--- config.mk ---
export PLATFORM = sky130hd
export DESIGN_NAME = scsw_status
export DESIGN_NICKNAME = d
export VERILOG_FILES = /design/src/design/scsw_pkg.sv /design/src/design/scsw_beat.sv /design/src/design/scsw_status.sv /design/src/design/scsw_sticky.sv
export SDC_FILE = /design/constraint.sdc
export NUM_CORES = 1
export LEC_CHECK = 0
export BUFFER_PORTS_ARGS = -buffer_cell sky130_fd_sc_hd__buf_2
export CORE_MARGIN = 2
export CORE_UTILIZATION = 47
export CTS_CLUSTER_SIZE = 10
export DETAILED_ROUTE_END_ITERATION = 10
export GPL_TIMING_DRIVEN = 0
export PLACE_DENSITY = 0.84
export SLEW_MARGIN = 5
export SYNTH_ARGS = -nofsm -noshare
export SYNTH_HDL_FRONTEND = slang
export SYNTH_HIERARCHICAL = 1
export SYNTH_SLANG_ARGS = --single-unit
--- constraint.sdc ---
create_clock -name clk -period 2.1 [get_ports clk]
set_clock_uncertainty 0.05 [all_clocks]
set_input_delay 0.42 -clock clk [delete_from_list [all_inputs] [get_ports clk]]
set_output_delay 0.42 -clock clk [all_outputs]
set_load 0.02 [all_outputs]
--- src/design/scsw_pkg.sv ---
// Package of constants for the servo command-mode status word block.
package scsw_pkg;
  localparam int unsigned CLK_HZ = 250_000_000;
  localparam int unsigned HEARTBEAT_MS = 500;
  localparam int unsigned HEARTBEAT_CYC = CLK_HZ / 1000 * HEARTBEAT_MS;
  localparam int unsigned ENC_COUNTS_PER_REV = 16384;
  localparam logic [3:0] WORD_MOTION = 4'h0;
  localparam logic [3:0] WORD_DRIVE = 4'h1;
  localparam logic [3:0] WORD_SPEED = 4'h9;
  localparam int W0_MODE = 15;
  localparam int W0_OK = 14;
  localparam int W0_CFG_ERR = 13;
  localparam int W0_CMD_ERR = 12;
  localparam int W0_IN_ERR = 11;
  localparam int W0_POS_INV = 10;
  localparam int W0_MOVE_DONE = 7;
  localparam int W0_DECEL = 6;
  localparam int W0_ACCEL = 5;
  localparam int W0_HOME = 4;
  localparam int W0_STOPPED = 3;
  localparam int W0_HOLD = 2;
  localparam int W0_CCW = 1;
  localparam int W0_CW = 0;
  localparam int W1_STAGE_ON = 15;
  localparam int W1_STALL = 14;
  localparam int W1_ACK = 13;
  localparam int W1_ENC_ERR = 12;
  localparam int W1_BEAT = 11;
  localparam int W1_TORQUE = 10;
  localparam int W1_JOG_INV = 9;
  localparam int W1_DISCREP = 8;
  localparam int W1_DRV_FAULT = 7;
  localparam int W1_LINK_LOST = 6;
  localparam int W1_SAFE_OFF = 5;
  localparam int W1_HOT = 4;
  localparam logic [15:0] WORD_RESET = 16'h0000;
endpackage

--- src/design/scsw_beat.sv ---
// Heartbeat divider producing a toggling liveness level.
`timescale 1ns/1ps
module scsw_beat #(
  parameter int unsigned PERIOD = scsw_pkg::HEARTBEAT_CYC
) (
  // Clock and reset.
  input wire logic clk,
  input wire logic nrst,
  // Control.
  input wire logic run_i,
  // Heartbeat level.
  output logic beat_q
);
  logic [31:0] cnt_q;
  logic [31:0] cnt_d;
  logic wrap;
  assign wrap = (cnt_q == 32'(PERIOD - 1));
  assign cnt_d = (!run_i || wrap) ? 32'h0000_0000 : cnt_q + 32'h0000_0001;
  always_ff @(posedge clk or negedge nrst) begin
    if (!nrst) begin
      cnt_q <= 32'h0000_0000;
      beat_q <= 1'b0;
    end else begin
      cnt_q <= cnt_d;
      if (run_i && wrap) begin
        beat_q <= ~beat_q;
      end
    end
  end
endmodule

--- src/design/scsw_status.sv ---
// Command-mode status words and velocity report builder.
`timescale 1ns/1ps
module scsw_status #(
  parameter int unsigned HEARTBEAT_CYC = scsw_pkg::HEARTBEAT_CYC,
  parameter bit SAFETY_OPTION = 1'b0
) (
  // Clock and reset.
  input wire logic clk,
  input wire logic nrst,
  // Operating state, same clock domain.
  input wire logic config_mode,
  input wire logic internal_fault,
  input wire logic config_missing,
  input wire logic power_stage_on,
  // Command events, one-cycle pulses.
  input wire logic ev_invalid_cmd,
  input wire logic ev_move_cmd,
  input wire logic ev_follower_cmd,
  input wire logic ev_jog_cmd,
  input wire logic ev_enable_cmd,
  input wire logic ev_enable_preset,
  input wire logic ev_disable_cmd,
  input wire logic ev_config_switch,
  input wire logic ev_preset_done,
  input wire logic ev_reset_done,
  // Motion events and levels from the profile logic.
  input wire logic ev_move_end_ok,
  input wire logic ev_follower_end,
  input wire logic ev_home_done,
  input wire logic ev_limit_hit,
  input wire logic ev_jog_into_limit,
  input wire logic ev_home_far_limit,
  input wire logic ev_stall_stopped_big,
  input wire logic ev_jog_invalid,
  input wire logic ev_jog_valid,
  input wire logic ev_link_restored,
  input wire logic moving,
  input wire logic accelerating,
  input wire logic decelerating,
  input wire logic in_hold,
  input wire logic torque_limited,
  input wire logic pos_diff_big,
  input wire logic pos_err_over,
  input wire logic signed [15:0] velocity,
  // Host handshake bits, same clock domain.
  input wire logic host_preset_bit,
  input wire logic host_reset_bit,
  // Fault and condition sources.
  input wire logic enc_power_up_err,
  input wire logic enc_status_err,
  input wire logic over_temp,
  input wire logic over_current,
  input wire logic proc_hot,
  input wire logic discrepancy_timeout,
  // Pins from outside the clock domain.
  input wire logic estop_pin,
  input wire logic safety_input_a_n,
  input wire logic safety_input_b_n,
  input wire logic [3:0] inputs_active_pin,
  // Exchange strobe from the network side.
  input wire logic exchange,
  // Reported words.
  output logic [15:0] motion_status_word,
  output logic [15:0] drive_status_word,
  output logic [15:0] motor_speed_report
);
  ////////////////////////////////////////////////////////////////////////////
  // Pin synchronisers.
  logic [6:0] pin_s1_q;
  logic [6:0] pin_s2_q;
  logic estop_prev_q;
  always_ff @(posedge clk or negedge nrst) begin
    if (!nrst) begin
      pin_s1_q <= 7'h03;
      pin_s2_q <= 7'h03;
    end else begin
      pin_s1_q <= {estop_pin, inputs_active_pin, safety_input_b_n, safety_input_a_n};
      pin_s2_q <= pin_s1_q;
    end
  end
  logic safe_a_off;
  logic safe_b_off;
  logic estop_s;
  logic [3:0] in_s;
  assign safe_a_off = pin_s2_q[0];
  assign safe_b_off = pin_s2_q[1];
  assign in_s = pin_s2_q[5:2];
  assign estop_s = pin_s2_q[6];
  always_ff @(posedge clk or negedge nrst) begin
    if (!nrst) begin
      estop_prev_q <= 1'b0;
    end else begin
      estop_prev_q <= estop_s;
    end
  end
  ////////////////////////////////////////////////////////////////////////////
  // Event decode.
  logic safe_off_engaged;
  logic estop_rise;
  logic err_reset;
  logic set_cmd_err;
  logic set_in_err;
  logic set_pos_inv;
  logic enable_no_preset;
  assign safe_off_engaged = SAFETY_OPTION && (safe_a_off || safe_b_off);
  assign estop_rise = estop_s && !estop_prev_q;
  assign err_reset = ev_reset_done;
  assign enable_no_preset = ev_enable_cmd && !ev_enable_preset;
  assign set_cmd_err = ev_invalid_cmd
    || ((ev_move_cmd || ev_follower_cmd || ev_jog_cmd) && !power_stage_on)
    || (ev_disable_cmd && moving)
    || (ev_config_switch && power_stage_on)
    || (enable_no_preset && pos_diff_big)
    || (ev_enable_cmd && safe_off_engaged);
  assign set_in_err = estop_rise || ev_limit_hit || ev_jog_into_limit || ev_home_far_limit;
  assign set_pos_inv = enc_power_up_err || (enable_no_preset && pos_diff_big) || ev_stall_stopped_big;
  ////////////////////////////////////////////////////////////////////////////
  // Sticky flags.
  logic cmd_err_q;
  logic in_err_q;
  logic pos_inv_q;
  logic move_done_q;
  logic stall_q;
  logic jog_inv_q;
  logic link_lost_q;
  logic discrep_q;
  logic home_q;
  logic follower_q;
  scsw_sticky u_cmd_err (
    .clk(clk), .nrst(nrst), .set_i(set_cmd_err), .clr_i(err_reset), .flag_q(cmd_err_q)
  );
  scsw_sticky u_in_err (
    .clk(clk), .nrst(nrst), .set_i(set_in_err), .clr_i(err_reset), .flag_q(in_err_q)
  );
  scsw_sticky u_pos_inv (
    .clk(clk), .nrst(nrst), .set_i(set_pos_inv), .clr_i(1'b0), .flag_q(pos_inv_q)
  );
  scsw_sticky u_move_done (
    .clk(clk), .nrst(nrst), .set_i(ev_move_end_ok),
    .clr_i(ev_move_cmd || ev_preset_done || err_reset), .flag_q(move_done_q)
  );
  scsw_sticky u_stall (
    .clk(clk), .nrst(nrst), .set_i(pos_err_over), .clr_i(err_reset), .flag_q(stall_q)
  );
  scsw_sticky u_jog_inv (
    .clk(clk), .nrst(nrst), .set_i(ev_jog_invalid),
    .clr_i(ev_jog_valid || err_reset), .flag_q(jog_inv_q)
  );
  scsw_sticky u_link (
    .clk(clk), .nrst(nrst), .set_i(ev_link_restored), .clr_i(err_reset), .flag_q(link_lost_q)
  );
  scsw_sticky u_discrep (
    .clk(clk), .nrst(nrst), .set_i(SAFETY_OPTION && discrepancy_timeout), .clr_i(1'b0),
    .flag_q(discrep_q)
  );
  scsw_sticky u_home (
    .clk(clk), .nrst(nrst), .set_i(ev_home_done),
    .clr_i(ev_move_cmd || ev_follower_cmd || ev_jog_cmd), .flag_q(home_q)
  );
  scsw_sticky u_follow (
    .clk(clk), .nrst(nrst), .set_i(ev_follower_cmd), .clr_i(ev_follower_end), .flag_q(follower_q)
  );
  ////////////////////////////////////////////////////////////////////////////
  // Acknowledge handshake and heartbeat.
  logic ack_q;
  logic ack_d;
  logic ack_pending;
  logic host_bit_hi;
  logic beat;
  assign host_bit_hi = host_preset_bit || host_reset_bit;
  assign ack_pending = ev_preset_done || ev_reset_done;
  assign ack_d = ack_pending ? 1'b1 : (host_bit_hi ? ack_q : 1'b0);
  always_ff @(posedge clk or negedge nrst) begin
    if (!nrst) begin
      ack_q <= 1'b0;
    end else begin
      ack_q <= ack_d;
    end
  end
  scsw_beat #(
    .PERIOD(HEARTBEAT_CYC)
  ) u_beat (
    .clk(clk), .nrst(nrst), .run_i(!config_mode), .beat_q(beat)
  );
  ////////////////////////////////////////////////////////////////////////////
  // Word assembly.
  logic [15:0] w0_live;
  logic [15:0] w1_live;
  logic [3:0] in_view;
  logic stopped;
  assign stopped = !moving && !follower_q;
  assign in_view = SAFETY_OPTION ? {!safe_b_off, !safe_a_off, in_s[1:0]} : in_s;
  always_comb begin
    w0_live = scsw_pkg::WORD_RESET;
    w0_live[scsw_pkg::W0_MODE] = config_mode;
    w0_live[scsw_pkg::W0_OK] = !internal_fault;
    w0_live[scsw_pkg::W0_CFG_ERR] = config_missing;
    w0_live[scsw_pkg::W0_CMD_ERR] = cmd_err_q;
    w0_live[scsw_pkg::W0_IN_ERR] = in_err_q;
    w0_live[scsw_pkg::W0_POS_INV] = pos_inv_q;
    w0_live[scsw_pkg::W0_MOVE_DONE] = move_done_q;
    w0_live[scsw_pkg::W0_DECEL] = moving && decelerating;
    w0_live[scsw_pkg::W0_ACCEL] = moving && accelerating;
    w0_live[scsw_pkg::W0_HOME] = home_q;
    w0_live[scsw_pkg::W0_STOPPED] = stopped;
    w0_live[scsw_pkg::W0_HOLD] = in_hold;
    w0_live[scsw_pkg::W0_CCW] = moving && velocity < 0;
    w0_live[scsw_pkg::W0_CW] = moving && velocity > 0;
  end
  always_comb begin
    w1_live = scsw_pkg::WORD_RESET;
    w1_live[scsw_pkg::W1_STAGE_ON] = power_stage_on;
    w1_live[scsw_pkg::W1_STALL] = stall_q;
    w1_live[scsw_pkg::W1_ACK] = ack_q;
    w1_live[scsw_pkg::W1_ENC_ERR] = enc_status_err;
    w1_live[scsw_pkg::W1_BEAT] = beat && !config_mode;
    w1_live[scsw_pkg::W1_TORQUE] = moving && torque_limited;
    w1_live[scsw_pkg::W1_JOG_INV] = jog_inv_q;
    w1_live[scsw_pkg::W1_DISCREP] = discrep_q;
    w1_live[scsw_pkg::W1_DRV_FAULT] = over_temp || over_current || safe_off_engaged;
    w1_live[scsw_pkg::W1_LINK_LOST] = link_lost_q;
    w1_live[scsw_pkg::W1_SAFE_OFF] = safe_off_engaged;
    w1_live[scsw_pkg::W1_HOT] = proc_hot;
    w1_live[3:0] = in_view;
  end
  ////////////////////////////////////////////////////////////////////////////
  // Snapshot registers, loaded together on each exchange.
  always_ff @(posedge clk or negedge nrst) begin
    if (!nrst) begin
      motion_status_word <= scsw_pkg::WORD_RESET;
      drive_status_word <= scsw_pkg::WORD_RESET;
      motor_speed_report <= scsw_pkg::WORD_RESET;
    end else if (exchange) begin
      motion_status_word <= w0_live;
      drive_status_word <= w1_live;
      motor_speed_report <= velocity;
    end
  end
  ////////////////////////////////////////////////////////////////////////////
  // Assertions.
  property p_snap_same;
    @(posedge clk) disable iff (!nrst)
      exchange |=> (motion_status_word == $past(w0_live)) && (drive_status_word == $past(w1_live));
  endproperty
  a_snap_same: assert property (p_snap_same) else $error("status words not captured together");
  property p_speed;
    @(posedge clk) disable iff (!nrst)
      exchange |=> motor_speed_report == $past(velocity);
  endproperty
  a_speed: assert property (p_speed) else $error("velocity not captured");
  property p_cmd_err_hold;
    @(posedge clk) disable iff (!nrst)
      cmd_err_q && !err_reset |=> cmd_err_q;
  endproperty
  a_cmd_err_hold: assert property (p_cmd_err_hold) else $error("command error lost without reset");
  property p_in_err_set;
    @(posedge clk) disable iff (!nrst)
      ev_limit_hit |=> in_err_q;
  endproperty
  a_in_err_set: assert property (p_in_err_set) else $error("input error not set");
  property p_move_done_clr;
    @(posedge clk) disable iff (!nrst)
      ev_move_cmd && !ev_move_end_ok |=> !move_done_q;
  endproperty
  a_move_done_clr: assert property (p_move_done_clr) else $error("move done not cleared");
  property p_ack_hold;
    @(posedge clk) disable iff (!nrst)
      ack_q && host_bit_hi |=> ack_q;
  endproperty
  a_ack_hold: assert property (p_ack_hold) else $error("ack fell while host bit high");
  property p_discrep_stick;
    @(posedge clk) disable iff (!nrst)
      discrep_q |=> discrep_q [*4];
  endproperty
  a_discrep_stick: assert property (p_discrep_stick) else $error("discrepancy flag cleared");
  property p_pos_inv_stick;
    @(posedge clk) disable iff (!nrst)
      pos_inv_q && err_reset |=> pos_inv_q;
  endproperty
  a_pos_inv_stick: assert property (p_pos_inv_stick) else $error("position invalid cleared");
  property p_follow_stop;
    @(posedge clk) disable iff (!nrst)
      ev_follower_cmd |=> !stopped;
  endproperty
  a_follow_stop: assert property (p_follow_stop) else $error("stopped high in follower move");
  property p_in_err_hold;
    @(posedge clk) disable iff (!nrst)
      in_err_q && !err_reset |=> in_err_q;
  endproperty
  a_in_err_hold: assert property (p_in_err_hold) else $error("input error lost without reset");
  property p_cmd_err_clr;
    @(posedge clk) disable iff (!nrst)
      err_reset && !set_cmd_err |=> !cmd_err_q;
  endproperty
  a_cmd_err_clr: assert property (p_cmd_err_clr) else $error("command error survived reset");
  property p_enable_safe_off;
    @(posedge clk) disable iff (!nrst)
      ev_enable_cmd && safe_off_engaged |=> cmd_err_q;
  endproperty
  a_enable_safe_off: assert property (p_enable_safe_off) else $error("enable in safe off not refused");
  property p_pos_inv_set;
    @(posedge clk) disable iff (!nrst)
      set_pos_inv |=> pos_inv_q;
  endproperty
  a_pos_inv_set: assert property (p_pos_inv_set) else $error("position invalid not set");
  property p_stall_set;
    @(posedge clk) disable iff (!nrst)
      pos_err_over |=> stall_q;
  endproperty
  a_stall_set: assert property (p_stall_set) else $error("stall flag not set");
  property p_stall_clr;
    @(posedge clk) disable iff (!nrst)
      err_reset && !pos_err_over |=> !stall_q;
  endproperty
  a_stall_clr: assert property (p_stall_clr) else $error("stall flag survived reset");
  property p_jog_ok;
    @(posedge clk) disable iff (!nrst)
      ev_jog_valid && !ev_jog_invalid |=> !jog_inv_q;
  endproperty
  a_jog_ok: assert property (p_jog_ok) else $error("invalid jog flag not cleared");
  property p_ack_rise;
    @(posedge clk) disable iff (!nrst)
      ack_pending |=> ack_q;
  endproperty
  a_ack_rise: assert property (p_ack_rise) else $error("ack not raised on completion");
  property p_ack_fall;
    @(posedge clk) disable iff (!nrst)
      !host_bit_hi && !ack_pending |=> !ack_q;
  endproperty
  a_ack_fall: assert property (p_ack_fall) else $error("ack held after host bit low");
  property p_beat_still;
    @(posedge clk) disable iff (!nrst)
      config_mode |=> $stable(beat);
  endproperty
  a_beat_still: assert property (p_beat_still) else $error("heartbeat toggled in configuration");
  property p_home_clr;
    @(posedge clk) disable iff (!nrst)
      (ev_move_cmd || ev_jog_cmd || ev_follower_cmd) && !ev_home_done |=> !home_q;
  endproperty
  a_home_clr: assert property (p_home_clr) else $error("homing done kept after new motion");
  property p_stop_word;
    @(posedge clk) disable iff (!nrst)
      exchange && moving |=> !motion_status_word[scsw_pkg::W0_STOPPED];
  endproperty
  a_stop_word: assert property (p_stop_word) else $error("stopped reported while moving");
  c_reset_ack: cover property (@(posedge clk) disable iff (!nrst) ev_reset_done ##1 ack_q ##[1:20] !ack_q);
  c_move_done: cover property (@(posedge clk) disable iff (!nrst) ev_move_end_ok ##1 move_done_q);
  c_beat: cover property (@(posedge clk) disable iff (!nrst) $changed(beat));
  c_follow: cover property (@(posedge clk) disable iff (!nrst) ev_follower_cmd ##1 follower_q ##[1:50] !follower_q);
  c_estop: cover property (@(posedge clk) disable iff (!nrst) estop_rise ##1 in_err_q);
endmodule

--- src/design/scsw_sticky.sv ---
// Sticky flag cell with set-over-clear priority.
`timescale 1ns/1ps
module scsw_sticky (
  // Clock and reset.
  input wire logic clk,
  input wire logic nrst,
  // Control.
  input wire logic set_i,
  input wire logic clr_i,
  // Flag.
  output logic flag_q
);
  logic flag_d;
  assign flag_d = set_i ? 1'b1 : (clr_i ? 1'b0 : flag_q);
  always_ff @(posedge clk or negedge nrst) begin
    if (!nrst) begin
      flag_q <= 1'b0;
    end else begin
      flag_q <= flag_d;
    end
  end
endmodule

# Yosys cells after proc, flatten, opt, wreduce, memory -nomap -nowiden
# Index checks and enable logic that the tools add are counted.
op_classes:
  n_addsub: 1
  order_cmp: 2
  eq_ne: 2
  mux: 16
  bitwise_logic: 1
  reduce_logical: 47
op_table:
  columns: ["cell", "count"]
  rows:
  - ["$add A32 B1 Y32 const B", 1]
  - ["$eq A32 B27 Y1 const B", 1]
  - ["$mux W32", 1]
  - ["$logic_or A1 B1 Y1", 18]
  - ["$gt A16 B1 Y1 const B", 1]
  - ["$lt A16 B1 Y1 const B", 1]
  - ["$reduce_bool A2 Y1", 8]
  - ["$mux W1", 15]
  - ["$logic_and A1 B1 Y1", 14]
  - ["$logic_not A1 Y1", 7]
  - ["$ne A2 B2 Y1 const B", 1]
  - ["$not A1 Y1", 1]
word_totals:
  ff_bits: 102
  output_inout_bits: 48
  elab_cells: 87

# Depth between registers and ports, before layout
# Gate-level depths: netlist (run 1).
depth:
  depth_word: 8
  ltp_mapped: 6
  ltp_nobuf: 5

# Hierarchy
# Netlist (run 1), hierarchy kept.
by_module_without_submodules:
  columns: ["module", "n_inst", "cells_per_inst", "area_per_inst_um2", "seq_area_each_um2"]
  rows:
  - ["scsw_status", 1, 148, 2169.6, 1426.4]
  - ["scsw_beat", 1, 175, 1719.1, 825.8]
  - ["scsw_sticky", 10, 3, 36.3, 25.0]

# Least setup slack after synthesis (run 1)
# OpenSTA, ideal clock, no wires.
synth_path:
  kind: "register to register"
  from: "register u_beat.cnt_q[23]"
  to: "register u_beat.cnt_q[28]"
  setup_time_ps: 119
  arrival_time_ps: 1861
  required_time_ps: 1931
  path_slack_ps: 70
  stages_incl_launch_ff: 6
  path_buffers: 1
  period_less_slack_ps: 2030
  path_cell_list: "dfrtp_1 -> or4_1 -> or4_4 -> o31ai_4 -> buf_6 -> o21ba_2"
synth_between:
  elab_chain_len: 3
  word_cells_on_any_way: 4
synth_lines:
  columns: ["item", "line_no", "text"]
  rows:
  - ["from (decl)", "scsw_beat.sv:14", "logic [31:0] cnt_q;"]
  - ["from (signal assigned)", "scsw_beat.sv:24", "cnt_q <= cnt_d;"]
  - ["branches (longest 2 deep; another with $add A32 B1 Y32)", null, null]
  - ["$mux W32 (*)", "scsw_beat.sv:18", "assign cnt_d = (!run_i || wrap) ? 32'h0000_0000 : cnt_q + 32'h0000_0001;"]
  - ["net u_beat.cnt_d[28]", "scsw_beat.sv:15", "logic [31:0] cnt_d;"]
# Mark *: on every way through the listed nets, which the timed path passes.
# A chain may end at the register's enable or synchronous reset.

# Final worst setup path (run 1)
layout_path:
  from: "register u_beat.cnt_q[23]"
  to: "register u_beat.cnt_q[19]"
layout_between:
  elab_chain_len: 3
layout_lines:
  columns: ["item", "line_no", "text"]
  rows:
  - ["$eq A32 B27 Y1", "scsw_beat.sv:17", "assign wrap = (cnt_q == 32'(PERIOD - 1));"]
  - ["$logic_or A1 B1 Y1", "scsw_beat.sv:18", null]
  - ["$mux W32", "scsw_beat.sv:18", null]
  - ["net u_beat.cnt_d[19]", "scsw_beat.sv:15", null]
# The timed path passes the listed nets, and every way through them passes these cells.

==> results.md, run 1 <==
* Area delta synth->final at 23.7%
* Post-synth EDFFs at 0
* Primary FF master, synth: dfrtp_1
* Share of cells above drive strength 1 at 41.3%
* Most common cell after layout, fill and taps aside: buf_2
* Crit path DAT at 2.34 ns
* Failing checks: setup timing
* Antenna cell count at 0
* Initial Util at 48.5%
* Crit path depth at 6
* Die H at 99.1 um
* Critical path capture point type: flip-flop
* Fmax at 468 MHz
* Avg Cell Area, Syn at 12.0 um2
* Outcome: finished, violations left
* Average wire per standard cell at 15.1 um
* Vias in the first global route at 3056
* Hold Path Cell Cnt at 1
* YS warnings at 6
* First-pass GRT wire length at 14.5 mm
* Clk buf depth at 2
* Final GP Congestion at 0.780
* Vias at 3171
* CP max stage delay at 0.51 ns
* Total track usage at 18.6%
* Initial antenna violation count at 0
* Final Cycle Share at 102%
* Most frequent cells in the layout: buf_2 (105), dfrtp_1 (96), mux2_2 (37)
* Root Driver: clkbuf_8
* WL final at 9.02 mm
* Initial DRC count at 155
* RSZ-0062 raised after global routing: yes
* Die footprint at 9820 um2
* Worst path top cell family by delay: simple AND/OR/NAND/NOR gates
* #FFs+latches synth at 100
* DR pass1 iterations at 4
* Worst setup SP type: flip-flop
* Detail Route Antenna Nets at 0
* Final setup violation count at 19
* Power Density at 713 nW/um2
* Fin. Hold Viols at 0
* Peak VDD IR at 0.337 mV
* Buffers & Inverters on Critical Path at 2
* Synthesized cell area at 4250 um2
* Async set or reset register ratio after synthesis at 100%
* # IOs at 113
* Nets at 550
* Mapped Cells at 353
* CP Max Fanout at 5
* Worst r2r path cells at 6
* Min cycle time layout at 2.14 ns
* DRC at 0
* Worst Hold Margin at 0.0954 ns
* Total core area at 8760 um2
* Htree depth at 3
* Final-report max-slew violation count at 0
* Power consumption at 3.75 mW
* Row cnt at 34
* CTS tree: yes
* Clock sinks at 100
* Static leakage at 2.39 nW
* Worst hold path type: in2reg
* Clk_lat worst skew at 0.37 ns
* Required @ worst endpoint at 2.30 ns
* CP max stage cell: or4_1
* Vias per cell at 5.31
* PnR worst setup slack at -0.0373 ns
* CTS Buf Count at 9
* Largest net degree at the start of global routing at 66
* Yosys cell types at 41
* Hpwl dp at 6.46 mm
* CTS clk-pin slew, worst paths at 0.11 ns
* Total gr overflow at 0
* WS Path Type: reg2reg
* Setup TNS at -0.310 ns
* Sequential area share after synthesis at 58.9%
* Fin util at 60.0%
* I/O Buffers at 105
* Die width at 99.1 um
* CP Cell Sequence: or4_1 -> or4_4 -> o31ai_4 -> buf_4 -> buf_6 -> a21oi_1
* Total of max-cap violations at 0
==> repair_timing <==
action / in CTS / in global routing
endpoints found under the setup margin: 25 / 30
cloned: 1 / 0
endpoints found under the hold margin: 35 / 0
setup buffers: 3 / 4
pin swaps: 2 / 1
hold buffers: 1 / 0
resized for setup: 6 / 7
==> synthesized netlist by cell type (3+ instances only) <==
master	n	area, um2
or3_2	3	22.5
buf_2	4	20.0
or4_1	7	52.6
or4_4	3	33.8
and4_1	3	26.3
inv_1	26	97.6
nand4_1	6	37.5
xnor2_1	13	114
buf_6	6	67.6
nand3_1	15	75.1
o31ai_1	6	45.0
xor2_1	3	26.3
nor2_1	25	93.8
mux2_2	37	417
a21oi_1	16	80.1
or3_1	6	37.5
o21ai_0	15	75.1
a21o_1	10	75.1
nor4_1	8	50.1
dfrtp_1	100	2500
buf_4	4	30.0
nor3_1	6	30.0
nand2_1	10	37.5
==> state kept, by name, summed over array words and instances (netlist names), 5 cells and up <==
name,flops
motion_status_word,14
pin_s2_q,5
u_beat/cnt_q,32
drive_status_word,15
pin_s1_q,5
motor_speed_report,16
==> where the power goes <==
| group | leakage [nW] | total (mW) | switching [mW] | internal, mW |
|---|---|---|---|---|
| logic | 1.07 | 0.499 | 0.283 | 0.216 |
| registers | 1.21 | 2.09 | 0.0556 | 2.03 |
| clock network | 0.100 | 1.17 | 0.702 | 0.463 |
| total | 2.39 | 3.75 | 1.04 | 2.71 |
==> worst register-to-register path, stage by stage (launching register included) <==
cell	delay [ns]
dfrtp_1	0.39
or4_1	0.51
or4_4	0.45
o31ai_4	0.30
buf_4	0.18
buf_6	0.11
a21oi_1	0.04
==> path summary, 6_finish.rpt <==
check / start / endpoint / slack [ns]
hold reg to reg: pin_s1_q[6] / pin_s2_q[6] / 0.31
setup reg to reg: u_beat/cnt_q[23] / u_beat/cnt_q[19] / -0.04
setup / recovery: u_beat/cnt_q[23] / u_beat/cnt_q[19] / -0.04
hold / removal: inputs_active_pin[0] / pin_s1_q[2] / 0.1
min in group asynchronous: nrst / pin_s2_q[5] / 0.49
max in group asynchronous: nrst / u_beat/cnt_q[4] / 0.82
==> per-layer routing <==
layer | GRT usage [%] | share of wire [%]
met1 | 23.4 | 42
met4 | 8.22 | 1.6
met2 | 31.5 | 50
met5 | 0 | 0
met3 | 3.58 | 6.1
==> cell families (layout without fill, tap and decap cells) <==
group | count (synthesis) | count (layout) | share of synthesized area (%)
other | 1 | 6 | 0.0882
AO/OA/AOI/OAI | 53 | 53 | 7.98
flip-flops | 100 | 100 | 58.9
adder cells (fa/ha/maj) | 1 | 1 | 0.294
multiplexers | 39 | 39 | 10.3
buffers and inverters | 40 | 171 | 5.06
AND/OR/NAND/NOR | 103 | 103 | 14.2
XOR/XNOR | 16 | 16 | 3.30
==> metrics by stage <==
step	cells	setup slack, ns	cell area, um2
floorplan	358	0.0695	4270
global route	597	-0.123	5260
detailed placement	572	-0.171	4960
finish	597	-0.0373	5260
global placement	571	-0.366	4930
CTS	593	0.000346	5220
==> final cells by class <==
| class | instances | area [um2] |
|---|---|---|
| flip-flops and latches | 100 | 2510 |
| clock buffers | 9 | 124 |
| inverters | 26 | 97.6 |
| well taps | 108 | 135 |
| repair buffers | 115 | 629 |
| plain buffers | 14 | 125 |
| multi-input cells | 218 | 1570 |
| clock inverters | 7 | 72.6 |
| fillers | 620 | 3500 |
Note: power is estimated with default switching activity, not from simulation.
==> run 2: changes to the inputs <==
Settings changed: CELL_PAD_IN_SITES_DETAIL_PLACEMENT set to 0, CELL_PAD_IN_SITES_GLOBAL_PLACEMENT set to 1, CORE_UTILIZATION 47 to 37, PLACE_DENSITY 0.84 to 0.85.
==> run 2 against run 1 <==
The run now ends clean; clock power is 42% higher; power is 13% higher; fmax is 1.8% higher; sequential power hardly changed; global-route usage is 3.7 points lower; routed wire length is 2.2% lower; non-clock buffer count is 2 higher; count of clock-buffer cells in the layout is 1 higher; final cell count is 6.2% higher; via count is 0.73% lower; largest power group unchanged; highest routed layer unchanged.
==> results.md, run 2 (same netlist as run 1, synthesis figures left out) <==
* Static leakage at 2.45 nW
* Clk pwr share at 39.1%
* Min cycle time layout at 2.10 ns
* Outcome: complete, no violations
* RSZ-0062 raised after global routing: yes
* Row cnt at 39
* Largest register by flop count: u_beat/cnt_q
* Final Cycle Share at 100%
* Total track usage at 15.0%
* # fillers at 986
* # IOs at 113
* Nets at 552
* Vias in the first global route at 3136
* First-pass GRT wire length at 15.0 mm
* Antenna cell count at 0
* CTS tree: yes
* Hpwl dp at 6.18 mm
* Vias at 3148
* Post-Layout Cell Count at 634
* Pint at 3.20 mW
* Worst hold path type: in2reg
* Required @ worst endpoint at 2.28 ns
* Power Density at 779 nW/um2
* WL final at 8.82 mm
* Vias per cell at 4.97
* Average wire per standard cell at 13.9 um
* Total gr overflow at 0
* Clk_lat worst skew at 0.34 ns
* Placed Instances at 607
* Final-report max-slew violation count at 0
* Final GP Congestion at 0.818
* Die width at 111 um
* Initial antenna violation count at 0
* Fmax at 476 MHz
* Root Driver: clkbuf_16
* Fin. Hold Viols at 0
* DR pass1 iterations at 4
* WS Path Type: reg2reg
* Max FFs per register at 32
* Final setup violation count at 0
* CTS Buf Count at 9
* Clock sinks at 100
* Critical path capture point type: flip-flop
* DRC at 0
* Area delta synth->final at 28.0%
* CP Max Fanout at 5
* CTS clk-pin slew, worst paths at 0.07 ns
* Initial Util at 37.6%
* Top flop regs: u_beat/cnt_q: 32 flops, motor_speed_report: 16 flops, drive_status_word: 15 flops
* Die H at 111 um
* Peak VDD IR at 0.512 mV
* Sequential share of power at 49.2%
* Fin util at 48.1%
* Total core area at 11300 um2
* Sw power at 1.04 mW
* Most frequent cells in the layout: buf_2 (107), dfrtp_1 (97), mux2_2 (37)
* Share of cells above drive strength 1 at 41.1%
* Clk buf depth at 2
* Detail Route Antenna Nets at 0
* Worst setup SP type: flip-flop
* Die footprint at 12400 um2
* Most common cell after layout, fill and taps aside: buf_2
* Htree depth at 3
* Initial DRC count at 177
* Crit path DAT at 2.28 ns
* I/O Buffers at 105
* Combinational share of power at 11.7%
* Largest net degree at the start of global routing at 67
* Total of max-cap violations at 0
* Switching share of power at 24.4%
[run 2: cell count changes in the layout (fill, tap and decap cells not counted), sizes merged]
cell and change:
clkinv -1, clkinvlp +2, inv -3, bufinv +1, buf +2, clkbuf +1
[run 2: power groups by stage]
stage                     registers [mW]  logic, mW  clock network [mW]
after floorplan                     2.22      0.159                   0
after global placement              2.12      0.478                   0
after detailed placement            2.12      0.492                   0
after CTS                           2.09      0.498                1.69
after global routing                2.10      0.546                1.79
final                               2.09      0.498                1.66
[run 2: critical path, stage by stage, from the launching register on]
cell and delay, ns:
dfrtp_1 0.39, or4_1 0.49, or4_4 0.44, o31ai_4 0.19
buf_6 0.16, buf_6 0.12, o21ba_4 0.14
[run 2: routing by layer]
| layer | track usage, % | wire length [um] |
|---|---|---|
| met3 | 3.77 | 557 |
| met1 | 20.2 | 4130 |
| met5 | 0 | 0 |
| met2 | 23.4 | 4080 |
| met4 | 5.68 | 57 |
[run 2: final timing paths]
path | depth (start not counted) | slack (ns) | start | end
setup / recovery | 6 | 0.0003 | u_beat/cnt_q[30] | u_beat/cnt_q[28]
max in group asynchronous | 3 | 0.78 | nrst | u_beat/cnt_q[5]
setup reg to reg | 6 | 0.0003 | u_beat/cnt_q[30] | u_beat/cnt_q[28]
min in group asynchronous | 2 | 0.53 | nrst | motion_status_word[14]
hold / removal | 1 | 0.13 | inputs_active_pin[0] | pin_s1_q[2]
hold reg to reg | 0 | 0.30 | pin_s1_q[3] | pin_s2_q[3]
[run 2: what timing repair did]
action                                  in CTS  in global routing
endpoints found under the hold margin       34                  0
endpoints found under the setup margin      22                 30
gates cloned                                 1                  1
setup buffers                                3                  5
pin swaps                                    3                  1
resized for setup                            6                 10
hold buffers                                 1                  0
[run 2: area by class of cell]
class / count / area [um2] / area share, %
sequential: 100 / 2510 / 46.0
multi-input combinational: 218 / 1570 / 28.9
timing repair buffer: 117 / 639 / 11.7
clock buffer: 10 / 239 / 4.39
tap: 143 / 179 / 3.29
buffer: 14 / 144 / 2.64
inverter: 26 / 97.6 / 1.79
clock inverter: 6 / 63.8 / 1.17
[run 2: per-stage QoR]
stage               total power, mW  setup WS (ns)  hold WS [ns]   TNS, ns  area, um2
detailed placement             2.61         -0.155         0.286     -1.54       5000
global route                   4.43        -0.0642         0.116    -0.508       5440
global placement               2.59         -0.431         0.284    -43.54       4970
CTS                            4.28       -0.00110         0.120  -0.00110       5370
finish                         4.24       0.000317         0.134         0       5440
floorplan                      2.38         0.0695        0.0744         0       4270
==> run 3: changes to the inputs <==
Settings changed: ABC_AREA set to 1, CORE_UTILIZATION 37 to 35.
==> run 3 against run 2 <==
Fmax grew 11%; combinational power shrank 3%; critical path depth grew 3; routed wire length grew 29%; hold slack lost 0.13 ns; flip-flop and latch count is the same; final cell count grew 44%; design area grew 6.5%; non-clock buffer count shrank 9; register-to-register slack gained 0.21 ns; synthesized cell count grew 72%.
==> results.md, run 3 <==
* Worst r2r path cells at 9
* Crit path DAT at 2.08 ns
* Most frequent cells in the layout: nand2_1 (253), buf_2 (109), nor2_1 (104)
* DRC at 0
* YS warnings at 6
* Share of cells above drive strength 1 at 21.4%
* Peak VDD IR at 0.529 mV
* Most frequent cell after synthesis: nand2_1
* Mapped Cells at 608
* Power Density at 724 nW/um2
* Largest register by flop count: u_beat/cnt_q
* Total track usage at 16.8%
* CP Cell Sequence: ha_1 -> inv_1 -> nor2_4 -> nand3_2 -> nor2_2 -> nand2_2 -> nand2_4 -> buf_6 -> nor2_1
* Primary FF master, synth: dfrtp_1
* Relative slew slack at 63.2%
* Row cnt at 42
* Switching share of power at 27.6%
* Clk buf depth at 2
* PnR worst setup slack at 0.209 ns
* Total core area at 13200 um2
* Sequential share of power at 49.6%
* Clk_lat worst skew at 0.35 ns
* Crit Reg-Reg Endpoint: u_beat/cnt_q[27]
* RSZ-0062 raised after global routing: no
* Synthesized cell area at 4710 um2
* CTS Buf Count at 9
* Postcts setup bufs at 0
* First-pass GRT wire length at 19.3 mm
* Final Cycle Share at 90.0%
* Nets at 796
* Synth area leader: dfrtp_1
* Max FFs per register at 32
* Final-report max-slew violation count at 0
* Avg Cell Area, Syn at 7.75 um2
* Fmax at 529 MHz
* Worst Hold Margin at 0.00258 ns
* Total gr overflow at 0
* # hold bufs at CTS at 0
* Hpwl dp at 8.60 mm
* CP max stage cell: dfrtp_1
* Fin. Hold Viols at 0
* Worst hold path type: in2async
* CTS clk-pin slew, worst paths at 0.07 ns
* Most common cell after layout, fill and taps aside: nand2_1
* Htree depth at 3
* Top-area cell type share of the netlist area at 53.1%
* Worst R2R Setup Slack at 0.21 ns
* Sequential area share after synthesis at 53.1%
* Static leakage at 2.97 nW
* Pint at 3.03 mW
* Worst-margin pin slew at 0.552 ns
* Final setup violation count at 0
* Worst setup SP type: flip-flop
* Yosys cell types at 30
* Reg-to-Reg Start: u_beat/cnt_q[0]
* Combinational share of power at 11.6%
* Root Driver: clkbuf_16
* Sw power at 1.16 mW
* Die H at 120 um
* Vias per cell at 4.47
* Average wire per standard cell at 12.5 um
* Final GP Congestion at 0.892
* DR pass1 iterations at 4
* Die width at 120 um
* CTS tree: yes
* Initial antenna violation count at 0
* Largest cells by area after synthesis: dfrtp_1 (53%), nand2_1 (20%), nor2_1 (8.3%)
* WL final at 11.4 mm
* I/O Buffers at 105
* CP Max Fanout at 10
* CP max stage delay at 0.41 ns
* Largest net degree at the start of global routing at 60
* Fin util at 43.9%
* Antenna cell count at 0
* Clk pwr share at 38.8%
* Async set or reset register ratio after synthesis at 100%
* Commonest cells post-synth: nand2_1 (253), nor2_1 (104), dfrtp_1 (100)
* Min cycle time layout at 1.89 ns
* # IOs at 113
* Critical path capture point type: flip-flop
* Die footprint at 14400 um2
* Clock sinks at 100
* Post-synth EDFFs at 0
* Vias in the first global route at 4036
* Post-CTS sizing at 0
* Area delta synth->final at 23.0%
* #FFs+latches synth at 100
* Required @ worst endpoint at 2.29 ns
* Top flop regs: u_beat/cnt_q: 32 flops, motor_speed_report: 16 flops, drive_status_word: 15 flops
* WS Path Type: reg2reg
* Total of max-cap violations at 0
* Dpl ws at 0.214 ns
* Outcome: complete, no violations
* Detail Route Antenna Nets at 0
* Vias at 4069
* Initial Util at 35.7%
* Initial DRC count at 196
run 3: changes by cell type in the layout (fill, tap and decap cells not counted), moves of 9 or more:
cell,previous run,this run
xnor2_1,13,4
nor2_1,25,104
a21oi_1,16,1
inv_1,26,62
mux2_2,37,0
a21o_1,10,0
nand2_1,10,253
run 3: routing by layer:
metal	track usage (%)	wire length [um]	vias to the layer above
met5	0	0	-
met4	5.44	247	0
met1	21.6	5090	1901
met2	27.6	5520	96
li1	-	-	2053
met3	4.33	531	19
run 3: layout make-up:
cell class	count	area, um2
plain buffers	16	138
fillers	1366	7400
well taps	176	220
flip-flops and latches	100	2500
multi-input cells	434	1850
clock inverters	7	62.6
clock buffers	9	225
inverters	63	236
repair buffers	106	556
run 3: worst max-delay path: cells and delay by family (launching register included):
kind	cells	cell delay, ns
simple gates	6	0.75
flops	1	0.41
fa+ha+maj	1	0.30
buf+inv	2	0.28
run 3: cells by family (layout without fill, tap and decap cells):
logic type / count (synthesis) / count (layout) / synth area share, %
other: 1 / 6 / 0.0796
flip-flops: 100 / 100 / 53.1
AO/OA/AOI/OAI: 14 / 14 / 2.04
AND/OR/NAND/NOR: 400 / 400 / 34.1
XOR/XNOR: 13 / 13 / 2.42
adder cells (fa/ha/maj): 1 / 1 / 0.265
buffers and inverters: 79 / 201 / 7.94
run 3: power by group through the flow:
stage               clock network, mW  registers [mW]  logic [mW]
detailed placement                  0            2.12       0.494
global placement                    0            2.11       0.477
floorplan                           0            2.21       0.164
finish                           1.63            2.08       0.485
CTS                              1.68            2.08       0.494
global route                     1.76            2.09       0.540
run 3: worst max path at each step:
stage                          from               endpoint  slack (ns)
detailed placement  u_beat/cnt_q[0]       u_beat/cnt_q[27]        0.21
finish              u_beat/cnt_q[0]       u_beat/cnt_q[27]        0.21
global placement               nrst  drive_status_word[14]       -0.50
global route        u_beat/cnt_q[0]        u_beat/cnt_q[0]        0.14
CTS                 u_beat/cnt_q[0]       u_beat/cnt_q[26]        0.20
floorplan           u_beat/cnt_q[0]       u_beat/cnt_q[11]        0.55
run 3: per-stage QoR:
step	area, um2	instances	power, mW	TNS (ns)
final	5790	911	4.19	0
after global routing	5790	911	4.39	0
after CTS	5790	911	4.25	0
after detailed placement	5510	895	2.61	0
after global placement	5480	894	2.59	-48.98
after floorplan	4730	613	2.37	0
